## config.mk

```make
export PLATFORM = sky130hd
export DESIGN_NAME = acq_cfg_regs
export DESIGN_NICKNAME = d
export VERILOG_FILES = /design/src/acq_cfg_pkg.sv /design/src/acq_cfg_regs.sv /design/src/block_pool.sv
export VERILOG_INCLUDE_DIRS = /design/src
export SDC_FILE = /design/constraint.sdc
export NUM_CORES = 1
export LEC_CHECK = 0
export BUFFER_PORTS_ARGS = -buffer_cell sky130_fd_sc_hd__buf_2
export CAP_MARGIN = 10
export CORE_MARGIN = 4
export CORE_UTILIZATION = 62
export CTS_BUF_LIST = sky130_fd_sc_hd__clkbuf_8
export DETAILED_ROUTE_END_ITERATION = 8
export GPL_TIMING_DRIVEN = 0
export PLACE_DENSITY = 0.93
export SLEW_MARGIN = 20
export SYNTH_ARGS = -nofsm -noshare
export SYNTH_HDL_FRONTEND = slang
export SYNTH_SLANG_ARGS = --single-unit
export TNS_END_PERCENT = 100
```

## constraint.sdc

```tcl
create_clock -name pclk -period 4.5 [get_ports pclk]
set_clock_uncertainty 0.15 [all_clocks]
set_input_delay 0.45 -clock pclk [delete_from_list [all_inputs] [get_ports pclk]]
set_output_delay 0.45 -clock pclk [all_outputs]
set_load 0.05 [all_outputs]
```

## src/acq_cfg_params.svh

```systemverilog
// constants for the acquisition configuration register bank
`ifndef ACQ_CFG_PARAMS_SVH
`define ACQ_CFG_PARAMS_SVH
`define OFF_CFG        16'h8000
`define OFF_CFG_SET    16'h8004
`define OFF_CFG_CLR    16'h8008
`define OFF_BLK_DIV    16'h800c
`define OFF_REL        16'h8010
`define OFF_EVSIZE     16'h8020
`define OFF_ACQ        16'h8100
`define OFF_STAT       16'h8104
`define CFG_RESET      32'h0000_0010
`define CFG_MASK       32'h000f_085a
`define ALIAS_MASK     32'h0000_00ff
`define BLK_MASK       32'h0000_000f
`define REL_MASK       32'h0000_0fff
`define ACQ_MASK       32'h0000_000f
`define ZS_LSB         16
`define SUPP_NONE      4'h0
`define SUPP_ZERO_LEN  4'h2
`define SUPP_AMPL      4'h3
`define CTL_RESET      6'h08
`define BIT_PACK       11
`define BIT_UNDER      6
`define BIT_SEQ        4
`define BIT_TEST       3
`define BIT_OVL        1
`define BIT_TALLY      3
`define BIT_RUN        2
`define BLK_MAX        4'ha
`define OCC_W          11
`endif

```

## src/acq_cfg_pkg.sv

```systemverilog
// types for the acquisition configuration register bank
package acq_cfg_pkg;
    typedef enum logic [3:0] {
        st_stop = 4'b0001,
        st_arm  = 4'b0010,
        st_run  = 4'b0100,
        st_clr  = 4'b1000
    } run_state_t;
    typedef enum logic [1:0] {
        bit_driven_start_mode  = 2'h0,
        sync_driven_start_mode = 2'h1,
        sync_gate_mode         = 2'h2,
        multi_board_sync_mode  = 2'h3
    } start_mode_t;
    typedef struct packed {
        logic [3:0] suppression;
        logic       dense_sample_packing;
        logic       trigger_on_under;
        logic       sequential_access;
        logic       test_pattern;
        logic       overlap_allowed;
    } chan_cfg_t;
    typedef struct packed {
        logic       running;
        logic       gate_open;
        logic       sync_enable;
        logic       tally_all;
        logic       zero_length_encoding;
        logic       amplitude_full_suppression;
    } acq_ctl_t;
endpackage

```

## src/acq_cfg_regs.sv

```systemverilog
// acquisition configuration register bank with apb slave
// Notes on behaviour
// RULE_01 - bits 19:16 pick suppression: 0 none, 2 zero-length, 3 amplitude
// RULE_02 - bit 11 turns dense sample packing on for all channels
// RULE_03 - bit 6 set fires self-triggers under threshold, clear over
// RULE_04 - bit 4 clear random memory access, set sequential
// RULE_05 - bit 3 replaces samples with a test pattern
// RULE_06 - bit 1 allows overlapping trigger windows
// RULE_07 - shared config applies to all channels, resets to 0x10
// RULE_08 - set alias forces ones in writable bits where written low byte has ones
// RULE_09 - clear alias forces zeros where written low byte has ones
// RULE_10 - division code splits memory into two-to-the-code blocks, max 1024
// RULE_11 - each write of division register also clears acquisition logic
// RULE_12 - software must not write division or size while running
// RULE_13 - writing N to release register frees N oldest blocks
// RULE_14 - event size zero disables custom sizing, else locations per event
// RULE_15 - control bit 3 set counts all triggers, clear accepted only
// RULE_16 - setting run bit resets memory, then enters run (mode 01: at the next sync rising edge)
// RULE_17 - clearing run stops, keeps data; stopped ignores triggers
// RULE_18 - two-bit start mode selects one of four modes
// RULE_19 - mode 00: run bit only, gate open, sync from sync input
// RULE_20 - mode 01: sync input is sync and run start, gate open
// RULE_21 - mode 10: no board sync, sync input is the gate
// RULE_22 - mode 11: board synchronisation only
// RULE_23 - freeing more blocks than occupied raises buffer-free error
// RULE_24 - alias reads return zero; aliases never touch bits above 7
`timescale 1ns/10ps
`include "acq_cfg_params.svh"
module acq_cfg_regs (
    // clock and reset
    input  wire logic                 pclk,
    input  wire logic                 presetn,
    // apb slave
    input  wire logic                 psel,
    input  wire logic                 penable,
    input  wire logic                 pwrite,
    input  wire logic [15:0]          paddr,
    input  wire logic [31:0]          pwdata,
    output logic                      pready,
    output logic [31:0]               prdata,
    output logic                      pslverr,
    // acquisition side
    input  wire logic                 sync_in,
    input  wire logic                 trigger_in,
    input  wire logic                 event_stored,
    output acq_cfg_pkg::chan_cfg_t    chan_cfg,
    output acq_cfg_pkg::acq_ctl_t     acq_ctl,
    output logic [3:0]                block_div,
    output logic [31:0]               event_location_count,
    output logic                      custom_size_on,
    output logic                      memory_reset,
    output logic                      trigger_accept,
    output logic                      count_pulse
);
    logic [31:0]              cfg_q, cfg_d;
    logic [3:0]               blk_q, blk_d;
    logic [11:0]              rel_q, rel_d;
    logic [31:0]              evs_q, evs_d;
    logic [3:0]               acq_q, acq_d;
    acq_cfg_pkg::run_state_t  st_q, st_d;
    logic                     ready_q, ready_d;
    logic [31:0]              rdata_q, rdata_d;
    logic                     err_q, err_d;
    logic                     mrst_q, mrst_d;
    logic                     acc_q, acc_d;
    logic                     cnt_q, cnt_d;
    logic                     sync_q, sync_d;
    logic                     rel_req;
    logic                     soft_clr;
    logic [`OCC_W-1:0]        occupied;
    logic [`OCC_W-1:0]        blocks;
    logic                     free_err;
    logic                     access;
    logic                     wr;
    acq_cfg_pkg::start_mode_t mode;
    logic                     gate;
    acq_cfg_pkg::acq_ctl_t    ctl_q, ctl_d;
    logic                     csz_q, csz_d;

    // address decode shared by read and write paths
    function automatic logic mapped(input logic [15:0] a);
        case (a)
            `OFF_CFG, `OFF_CFG_SET, `OFF_CFG_CLR, `OFF_BLK_DIV,
            `OFF_REL, `OFF_EVSIZE, `OFF_ACQ, `OFF_STAT: mapped = 1'b1;
            default: mapped = 1'b0;
        endcase
    endfunction

    assign access   = psel && penable && ready_q;
    assign wr       = access && pwrite && mapped(paddr);
    assign rel_req  = wr && paddr == `OFF_REL;
    assign soft_clr = wr && paddr == `OFF_BLK_DIV;  // [RULE_11]
    assign mode     = acq_cfg_pkg::start_mode_t'(acq_q[1:0]);  // [RULE_18]

    block_pool block_pool_i (
        .pclk          (pclk),
        .presetn       (presetn),
        .clear         (soft_clr || mrst_q),
        .div_code      (blk_q),
        .fill          (event_stored && st_q == acq_cfg_pkg::st_run),
        .release_req   (rel_req),
        .release_count (pwdata[11:0]),
        .occupied      (occupied),
        .free_error    (free_err),
        .block_count   (blocks)
    );

    // register writes
    always_comb begin
        cfg_d = cfg_q;
        blk_d = blk_q;
        rel_d = rel_q;
        evs_d = evs_q;
        acq_d = acq_q;
        if (wr) begin
            case (paddr)
                `OFF_CFG:     cfg_d = pwdata & `CFG_MASK;
                `OFF_CFG_SET: cfg_d = (cfg_q | (pwdata & `ALIAS_MASK))
                                      & `CFG_MASK;  // [RULE_08] [RULE_24]
                `OFF_CFG_CLR: cfg_d = cfg_q
                                      & ~(pwdata & `ALIAS_MASK);  // [RULE_09]
                `OFF_BLK_DIV: blk_d = pwdata[3:0];  // [RULE_10]
                `OFF_REL:     rel_d = pwdata[11:0];
                `OFF_EVSIZE:  evs_d = pwdata;  // [RULE_14]
                `OFF_ACQ:     acq_d = pwdata[3:0];
                default:      acq_d = acq_q;
            endcase
        end
    end

    always_ff @(posedge pclk or negedge presetn) begin
        if (!presetn) begin
            cfg_q <= `CFG_RESET;  // [RULE_07]
            blk_q <= '0;
            rel_q <= '0;
            evs_q <= '0;
            acq_q <= '0;
        end else begin
            cfg_q <= cfg_d;
            blk_q <= blk_d;
            rel_q <= rel_d;
            evs_q <= evs_d;
            acq_q <= acq_d;
        end
    end

    // apb answer: one wait state, then ready for one cycle
    always_comb begin
        ready_d = 1'b0;
        rdata_d = '0;
        err_d   = 1'b0;
        if (psel && penable && !ready_q) begin
            ready_d = 1'b1;
            err_d   = !mapped(paddr);
            if (!pwrite) begin
                case (paddr)
                    `OFF_CFG:     rdata_d = cfg_q;
                    `OFF_BLK_DIV: rdata_d = {28'h0, blk_q};
                    `OFF_REL:     rdata_d = {20'h0, rel_q};
                    `OFF_EVSIZE:  rdata_d = evs_q;
                    `OFF_ACQ:     rdata_d = {28'h0, acq_q};
                    `OFF_STAT:    rdata_d = {free_err, 4'h0, blocks,
                                             occupied, 2'h0,
                                             st_q == acq_cfg_pkg::st_run,
                                             2'h0};  // [RULE_23]
                    default:      rdata_d = '0;  // [RULE_24]
                endcase
            end
        end
    end

    always_ff @(posedge pclk or negedge presetn) begin
        if (!presetn) begin
            ready_q <= 1'b0;
            rdata_q <= '0;
            err_q   <= 1'b0;
        end else begin
            ready_q <= ready_d;
            rdata_q <= rdata_d;
            err_q   <= err_d;
        end
    end

    // run control and start modes
    always_comb begin
        st_d   = st_q;
        mrst_d = 1'b0;
        sync_d = sync_in;
        case (st_q)
            acq_cfg_pkg::st_stop: begin
                if (acq_q[`BIT_RUN]) begin
                    st_d = acq_cfg_pkg::st_clr;
                end
            end
            acq_cfg_pkg::st_clr: begin
                mrst_d = 1'b1;  // [RULE_16]
                if (mode == acq_cfg_pkg::sync_driven_start_mode) begin
                    st_d = acq_cfg_pkg::st_arm;
                end else begin
                    st_d = acq_cfg_pkg::st_run;
                end
            end
            acq_cfg_pkg::st_arm: begin
                if (!acq_q[`BIT_RUN]) begin
                    st_d = acq_cfg_pkg::st_stop;
                end else if (sync_in && !sync_q) begin
                    st_d = acq_cfg_pkg::st_run;  // [RULE_20]
                end
            end
            acq_cfg_pkg::st_run: begin
                if (!acq_q[`BIT_RUN]) begin
                    st_d = acq_cfg_pkg::st_stop;  // [RULE_17]
                end
            end
            default: st_d = acq_cfg_pkg::st_stop;
        endcase
    end

    // gate follows sync input only in gate mode
    assign gate = (mode == acq_cfg_pkg::sync_gate_mode) ? sync_in
                                                        : 1'b1;  // [RULE_19]

    always_comb begin
        acc_d = trigger_in && gate
                && st_q == acq_cfg_pkg::st_run;  // [RULE_17] [RULE_21]
        cnt_d = acq_q[`BIT_TALLY] ? (trigger_in
                && st_q == acq_cfg_pkg::st_run)
                : acc_d;  // [RULE_15]
    end

    always_ff @(posedge pclk or negedge presetn) begin
        if (!presetn) begin
            st_q   <= acq_cfg_pkg::st_stop;
            mrst_q <= 1'b0;
            acc_q  <= 1'b0;
            cnt_q  <= 1'b0;
            sync_q <= 1'b0;
        end else begin
            st_q   <= st_d;
            mrst_q <= mrst_d;
            acc_q  <= acc_d;
            cnt_q  <= cnt_d;
            sync_q <= sync_d;
        end
    end

    // control flags decoded from next values, so they stay in step
    always_comb begin
        ctl_d.running     = st_d == acq_cfg_pkg::st_run;
        ctl_d.gate_open   = acc_d;
        ctl_d.sync_enable = acq_cfg_pkg::start_mode_t'(acq_d[1:0])
            != acq_cfg_pkg::sync_gate_mode;  // [RULE_21] [RULE_22]
        ctl_d.tally_all   = acq_d[`BIT_TALLY];
        ctl_d.zero_length_encoding =
            cfg_d[`ZS_LSB+3:`ZS_LSB] == `SUPP_ZERO_LEN;  // [RULE_01]
        ctl_d.amplitude_full_suppression =
            cfg_d[`ZS_LSB+3:`ZS_LSB] == `SUPP_AMPL;  // [RULE_01]
        csz_d = evs_d != '0;  // [RULE_14]
    end

    always_ff @(posedge pclk or negedge presetn) begin
        if (!presetn) begin
            ctl_q <= `CTL_RESET;
            csz_q <= 1'b0;
        end else begin
            ctl_q <= ctl_d;
            csz_q <= csz_d;
        end
    end

    // outputs, all taken from flip-flops
    assign pready  = ready_q;
    assign prdata  = rdata_q;
    assign pslverr = err_q;
    assign chan_cfg.suppression =
        cfg_q[`ZS_LSB+3:`ZS_LSB];  // [RULE_01]
    assign chan_cfg.dense_sample_packing =
        cfg_q[`BIT_PACK];  // [RULE_02]
    assign chan_cfg.trigger_on_under  = cfg_q[`BIT_UNDER];  // [RULE_03]
    assign chan_cfg.sequential_access = cfg_q[`BIT_SEQ];    // [RULE_04]
    assign chan_cfg.test_pattern      = cfg_q[`BIT_TEST];   // [RULE_05]
    assign chan_cfg.overlap_allowed   = cfg_q[`BIT_OVL];    // [RULE_06]
    assign acq_ctl              = ctl_q;
    assign block_div            = blk_q;
    assign event_location_count = evs_q;
    assign custom_size_on       = csz_q;  // [RULE_14]
    assign memory_reset         = mrst_q;
    assign trigger_accept       = acc_q;
    assign count_pulse          = cnt_q;

    a_alias_set: assert property (  // [RULE_08]
        @(posedge pclk) disable iff (!presetn)
        wr && paddr == `OFF_CFG_SET |=> cfg_q[31:8] == $past(cfg_q[31:8]))
        else $error("set alias touched high bits");
    a_alias_clr: assert property (  // [RULE_09]
        @(posedge pclk) disable iff (!presetn)
        wr && paddr == `OFF_CFG_CLR && pwdata[`BIT_SEQ]
        |=> !cfg_q[`BIT_SEQ])
        else $error("clear alias failed");
    a_run_reset: assert property (  // [RULE_16]
        @(posedge pclk) disable iff (!presetn)
        st_q == acq_cfg_pkg::st_stop && acq_q[`BIT_RUN] |=> ##1 mrst_q)
        else $error("no memory reset at run");
    a_stop_ignore: assert property (  // [RULE_17]
        @(posedge pclk) disable iff (!presetn)
        st_q != acq_cfg_pkg::st_run |=> !acc_q)
        else $error("trigger accepted while stopped");
    a_gate_mode: assert property (  // [RULE_21]
        @(posedge pclk) disable iff (!presetn)
        mode == acq_cfg_pkg::sync_gate_mode && !sync_in |=> !acc_q)
        else $error("gate ignored");
    a_div_clear: assert property (  // [RULE_11]
        @(posedge pclk) disable iff (!presetn)
        soft_clr |=> occupied == '0)
        else $error("division write did not clear");
    a_free_err: assert property (  // [RULE_23]
        @(posedge pclk) disable iff (!presetn)
        rel_req && !soft_clr && !mrst_q
        && {1'b0, pwdata[11:0]} > 13'(occupied) |=> free_err)
        else $error("free error not raised");
    a_tally_all: assert property (  // [RULE_15]
        @(posedge pclk) disable iff (!presetn)
        acc_d |=> cnt_q)
        else $error("accepted trigger not counted");
    a_sync_flag: assert property (  // [RULE_21]
        @(posedge pclk) disable iff (!presetn)
        acq_ctl.sync_enable == (mode != acq_cfg_pkg::sync_gate_mode))
        else $error("sync enable does not follow mode");
    a_run_flag: assert property (  // [RULE_16]
        @(posedge pclk) disable iff (!presetn)
        acq_ctl.running == (st_q == acq_cfg_pkg::st_run))
        else $error("running flag out of step");
    a_size_flag: assert property (  // [RULE_14]
        @(posedge pclk) disable iff (!presetn)
        custom_size_on == (evs_q != '0))
        else $error("custom size flag wrong");
    a_cfg_reserved: assert property (  // [RULE_07]
        @(posedge pclk) disable iff (!presetn)
        (cfg_q & ~`CFG_MASK) == '0)
        else $error("reserved config bit set");
endmodule

```

## src/block_pool.sv

```systemverilog
// occupancy tracker for the output memory blocks
`timescale 1ns/10ps
`include "acq_cfg_params.svh"
module block_pool (
    // clock and reset
    input  wire logic              pclk,
    input  wire logic              presetn,
    // control
    input  wire logic              clear,
    input  wire logic [3:0]        div_code,
    input  wire logic              fill,
    input  wire logic              release_req,
    input  wire logic [11:0]       release_count,
    // status
    output logic [`OCC_W-1:0]      occupied,
    output logic                   free_error,
    output logic [`OCC_W-1:0]      block_count
);
    logic [`OCC_W-1:0] occ_q;
    logic [`OCC_W-1:0] occ_d;
    logic              err_q;
    logic              err_d;
    logic [`OCC_W-1:0] cnt;

    // two to the power of the code, capped at the largest code
    always_comb begin
        if (div_code > `BLK_MAX) begin
            cnt = `OCC_W'(1) << `BLK_MAX;
        end else begin
            cnt = `OCC_W'(1) << div_code;
        end
    end

    always_comb begin
        occ_d = occ_q;
        err_d = err_q;
        if (clear) begin
            // a free request in the clearing cycle still asks too much
            occ_d = '0;
            err_d = release_req && release_count != 12'h0;  // [RULE_23]
        end else if (release_req) begin
            // oldest blocks leave first; too many frees flags an error
            if ({1'b0, release_count} > 13'(occ_q)) begin  // [RULE_23]
                occ_d = '0;
                err_d = 1'b1;
            end else begin
                occ_d = occ_q - release_count[`OCC_W-1:0];  // [RULE_13]
            end
        end else if (fill && occ_q < cnt) begin
            occ_d = occ_q + `OCC_W'(1);
        end
    end

    always_ff @(posedge pclk or negedge presetn) begin
        if (!presetn) begin
            occ_q <= '0;
            err_q <= 1'b0;
        end else begin
            occ_q <= occ_d;
            err_q <= err_d;
        end
    end

    assign occupied    = occ_q;
    assign free_error  = err_q;
    assign block_count = cnt;
endmodule

```

### Yosys cells after proc, flatten, opt, wreduce, memory -nomap -nowiden

Cells that the tools add are included.

* bits in registers: 144
* input port bits: 56
* output and inout port bits: 89
* logic and storage cells: 110

* $add $sub $neg: 2
* magnitude comparators: 3
* eq/ne operators: 18
* shift-type cells: 1
* multiplexer cells: 30
* bitwise operators: 3
* reduce and logical (&&, ||, !) cells: 30

Operators by type and width (count)
* one-hot mux 32 bit (6 select lines): 1
* == test 16 bit (second input constant): 8
* two-way mux 32 bit: 4
* one-hot mux 32 bit (3 select lines): 1
* two-way mux 11 bit: 5
* AND 32 bit: 1
* NOT 8 -> 32 bit: 1
* nonzero test 32 bit: 1
* two-way mux 4 bit: 6
* two-way mux 20 bit: 1
* bitwise OR 20 x 8 -> 20 bit: 1
* one-hot mux 4 bit (4 select lines): 1
* logical AND 1 bit: 14
* == test 4 x 2 -> 1 bit (second input constant): 3
* greater-than comparator 12 x 11 -> 1 bit: 1
* nonzero test 12 bit: 1
* adder 11 x 1 -> 11 bit (second input constant): 1
* < comparator 11 bit: 1
* left shift 1 x 4 -> 11 bit (first input constant): 1
* subtractor 11 bit: 1
* two-way mux 1 bit: 10
* AND reduction 2 bit: 5
* == test 4 x 3 -> 1 bit (second input constant): 2
* OR reduction 8 bit: 1
* 11 further kinds: 15

### Depth between registers and ports, before layout

* depth after elaboration: 8
* mapped depth: 12
* gate-level depth less buffers: 11

### Hierarchy

Synthesis repeated with hierarchy kept, for this count alone.

* cells, all modules: 691
* area, all modules: 7238.2 um^2

Modules (own cells, without submodules)
* acq_cfg_regs: instances 1, cells each 457, area each 5437.7 um^2, sequential area each 2981.6 um^2
* block_pool: instances 1, cells each 234, area each 1800.5 um^2, sequential area each 300.3 um^2

### Worst setup path after synthesis

No wires, ideal clock.

* path type: reg-to-reg
* start point: register blk_q[1] (netlist: block_div[1])
* end point: register block_pool_i.occ_q[7] (netlist: block_pool_i.occupied[7])
* arrival: 2.973 ns
* required time: 4.230 ns
* path slack: 1.256 ns
* cell stages (with the launch flop): 13
* path buffers: 2
* cell sequence: dfrtp_1 -> clkbuf_1 -> nor2b_1 -> nand2_1 -> ha_1 -> a211oi_1 -> nand2_1 -> or3_1 -> a21oi_1 -> clkbuf_1 -> and4_1 -> o22ai_1 -> o211a_1

* word-level cells in the longest chain between the ends: 5

Ends and longest elaborated chain
* start: declaration: line acq_cfg_regs.sv:56 `logic [3:0] blk_q, blk_d;`
* start signal: assignment: line acq_cfg_regs.sv:140 `blk_q <= blk_d;`
* greater-than comparator 4 bit (no source line) or left shift 1 x 4 -> 11 bit (tied branches)
* two-way mux 11 bit (*): line block_pool.sv:27 `` if (div_code > `BLK_MAX) begin ``
* < comparator 11 bit (*): line block_pool.sv:49 `end else if (fill && occ_q < cnt) begin`
* logical AND 1 bit (*): line block_pool.sv:49
* nonzero test 3 bit (no source line) (*)
* end signal: assignment: line block_pool.sv:56 `occ_q <= '0;`
* end signal: assignment: line block_pool.sv:59 `occ_q <= occ_d;`
* end: declaration: line block_pool.sv:19 `` logic [`OCC_W-1:0] occ_q; ``

Mark *: on every way between the ends. The rest lies on a longest branch, timed or not.
A chain may end at the register's enable or synchronous reset.

### Worst setup path in the final report

Ends and elaborated chain as after synthesis.

==> run_results.csv <==
group,metric,value,unit
outcome,status,"completed",
placement,dpl_worst_slack,1.11,ns
timing,fin_setup_tns,0,ns
die,start_util,64.5,%
cells_and_area,n_fill_cell,699,
placement,gp_congestion,0.953,
critical_path,worstReg2RegEnd,"block_pool_i.occupied[7]",
detailed_routing,wirelength,21.2,mm
timing,finalMaxSlewViolations,0,
timing,rsz0062_at_grt,"no",
timing,setup_violations,0,
critical_path,crit_family,"simple AND/OR/NAND/NOR gates",
die,die_area,0.0133,mm²
yosys,synth_warnings,0,
cells_and_area,seq_area,0.00328,mm²
cells_and_area,final_cells,1008,
critical_path,path_buf_inv,2,
detailed_routing,ant_nets,0,
timing,finalCriticalPeriod,3.59,ns
timing,fmax,278,MHz
cells_and_area,area_delta_synth_final,19.3,%
clock_network,cts_num_sinks,131,
global_route,grt_max_degree,106,
global_route,grt_pass1_wl,33.3,mm
die,num_rows,38,
global_route,use_met1,41.7,%
critical_path,path_cells,"clkbuf_1 -> nor2b_1 -> nand2_1 -> ha_1 -> a211oi_1 -> nand2_1 -> or3_1 -> a21oi_1 -> clkbuf_1 -> and4_1 -> o22ai_1 -> o211a_1",
critical_path,r2r_cells,12,
timing,fin_crit_sh,79.8,%
global_route,grt.overflow.total,0,
yosys,syn_avg_cell_area,10.3,µm²
yosys,ys.flop_type,"dfrtp_1",
yosys,syn_nets,782,
cells_and_area,design_area,0.00848,mm²
critical_path,worstSetupPathType,"flip-flop to flip-flop",
yosys,mappedNetlistArea,0.00711,mm²
yosys,yosysMostFrequentCell,"dfrtp_1",
clock_network,cts.reportedPaths.clkPinSlew,0.07,ns
worst_hold_path,hp-start,"pwdata[29]",
timing,hold_violations,0,
yosys,ys_types,70,
clock_network,cts-buffers-inserted,17,
yosys,async_flop_share,100,%
clock_network,clock_tree.buffer_depth,2,
placement,placed_cells,974,
placement,post-dp-hpwl,15.2,mm
clock_network,htree_levels,4,
detailed_routing,viasPerCell,6.45,
worst_hold_path,hold_path_depth,2,
clock_network,insertion_delay,0.46,ns
timing,whs,0.0877,ns
detailed_routing,firstDrtPassIters,9,
yosys,yosysSeqAreaShare,46.1,%
yosys,yosys.area.top_type,"dfrtp_1",
critical_path,startpoint,"block_div[1]",
global_route,grt_pass1_vias,6275,
yosys,synth_common_cells,"dfrtp_1 (128), nor2_1 (62), nand2_1 (56)",
placement,place_area,0.00803,mm²
critical_path,cp.required,4.70,ns
power,peakVddDrop,0.274,mV
worst_hold_path,hold_path.class,"primary input to flip-flop",
clock_network,ctsResizeCount,0,
detailed_routing,wl_per_cell,21.0,µm
critical_path,r2r-start,"block_div[1]",
timing,tightest_slew,1.04,ns
clock_network,post-cts-setup-buffer-count,0,
yosys,synth_cells,693,
yosys,synth_edf_count,0,
cells_and_area,fin_nets,944,
job,maxCapViolations,0,
global_route,grt_antenna_before_repair,0,
clock_network,cts_tree,"built",
worst_hold_path,hold_end,"event_location_count[29]",
critical_path,crit_path_max_incr_delay,0.44,ns
placement,io_buffers,140,
clock_network,cts_root_buf,"clkbuf_8",
timing,layout_setup_ws,0.909,ns
timing,relSlewSlack,29.8,%
cells_and_area,antenna_cells,0,
global_route,busiest_layer,"met2",
cells_and_area,drive_above_1_share,30.6,%
global_route,use_met3,9.95,%
detailed_routing,vias,6498,
detailed_routing,drt_iter0_drc,997,
critical_path,critPathArrivalTime,3.79,ns
detailed_routing,drc,0,
clock_network,ctsHoldBuffers,2,
critical_path,endpoint_kind,"flip-flop",
power,leakage,4.23,nW
critical_path,start_kind,"flip-flop",
yosys,synth_area_leaders,"dfrtp_1 (45%), mux2_2 (7.8%), ha_1 (5.6%), nor2_1 (3.3%), nand2_1 (3.0%)",
yosys,ys_seq_elements,131,
global_route,track_usage,32.9,%
cells_and_area,multiInputGateArea,0.00349,mm²
power,p_per_area,284,mW/mm²
die,core_area,0.0110,mm²
die,die_x,115,µm
die,io_pins,145,
critical_path,reg2reg_slack,0.91,ns
yosys,yosysTopAreaCellShare,45.0,%
global_route,met2_usage,51.2,%
die,dieHeight,115,µm
critical_path,critPathSlowestCell,"nor2b_1",
critical_path,worstPathMaxFanout,10,
area by class of cell:
cell class	count	area share, %
inverters	29	1.28
repair buffers	143	8.94
plain buffers	44	2.76
multi-input cells	489	41.1
clock buffers	18	2.92
well taps	140	2.06
flip-flops and latches	131	38.7
clock inverters	14	2.23
power breakdown:
part	leakage, nW	internal [mW]	switching (mW)	total (mW)
registers	1.82	1.18	0.000741	1.18
clock network	0.213	0.614	0.476	1.09
logic	2.20	0.0464	0.0938	0.140
total	4.23	1.84	0.570	2.41
flip-flops by register name, indices dropped and copies added, names as in the netlist:
name,flops
pslverr,1
prdata,32
count_pulse,1
event_location_count,32
acq_ctl,5
acq_q,4
sync_q,1
st_q,4
memory_reset,1
block_pool_i.occupied,11
pready,1
custom_size_on,1
block_pool_i.free_error,1
block_div,4
cfg_q,20
rel_q,12
layout by cell type, fill, tap and decap left out, types with 7 or more instances in the layout:
cell type  instances
buf_4             12
nand2_1           56
nand4_1            8
dfrtp_1          128
mux2i_1           15
and3_1            10
nor4_1            16
a22oi_1            9
xor2_1             7
o21ai_0           35
ha_1              32
a211oi_1           7
a21oi_1           20
inv_1             31
nor2b_1           17
mux2_2            49
nor3_1            13
nand2b_1          13
clkbuf_8          18
nor2_1            62
buf_2            152
nand3_1           11
clkbuf_1          17
o21a_1            11
a222oi_1          10
routing by layer:
metal  part of all wire [%]  up-vias
met5                      0        -
met4                    5.2        0
met3                     12      111
met2                     46      460
met1                     37     3097
li1                       -     2830
per-stage QoR:
step	util, %	power [mW]
floorplan	-	1.26
detailed placement	72.8	1.34
finish	76.9	2.41
global placement	72.4	1.33
CTS	76.9	2.41
global route	76.9	2.48
worst max-delay path by stage:
| stage | endpoint | cells past startpoint |
|---|---|---|
| floorplan | block_pool_i.occupied[7] | 12 |
| global placement | block_pool_i.occupied[7] | 12 |
| detailed placement | block_pool_i.occupied[9] | 12 |
| CTS | block_pool_i.occupied[9] | 12 |
| global route | block_pool_i.occupied[7] | 12 |
| finish | block_pool_i.occupied[7] | 12 |
kinds of logic after synthesis:
kind of cell	share of synthesized area, %
flip-flops	46.1
XOR/XNOR	1.48
adder cells (fa/ha/maj)	5.91
buffers and inverters	4.82
AND/OR/NAND/NOR	17.8
multiplexers	9.87
AO/OA/AOI/OAI	14.0
(Power assumes the default switching activity.)
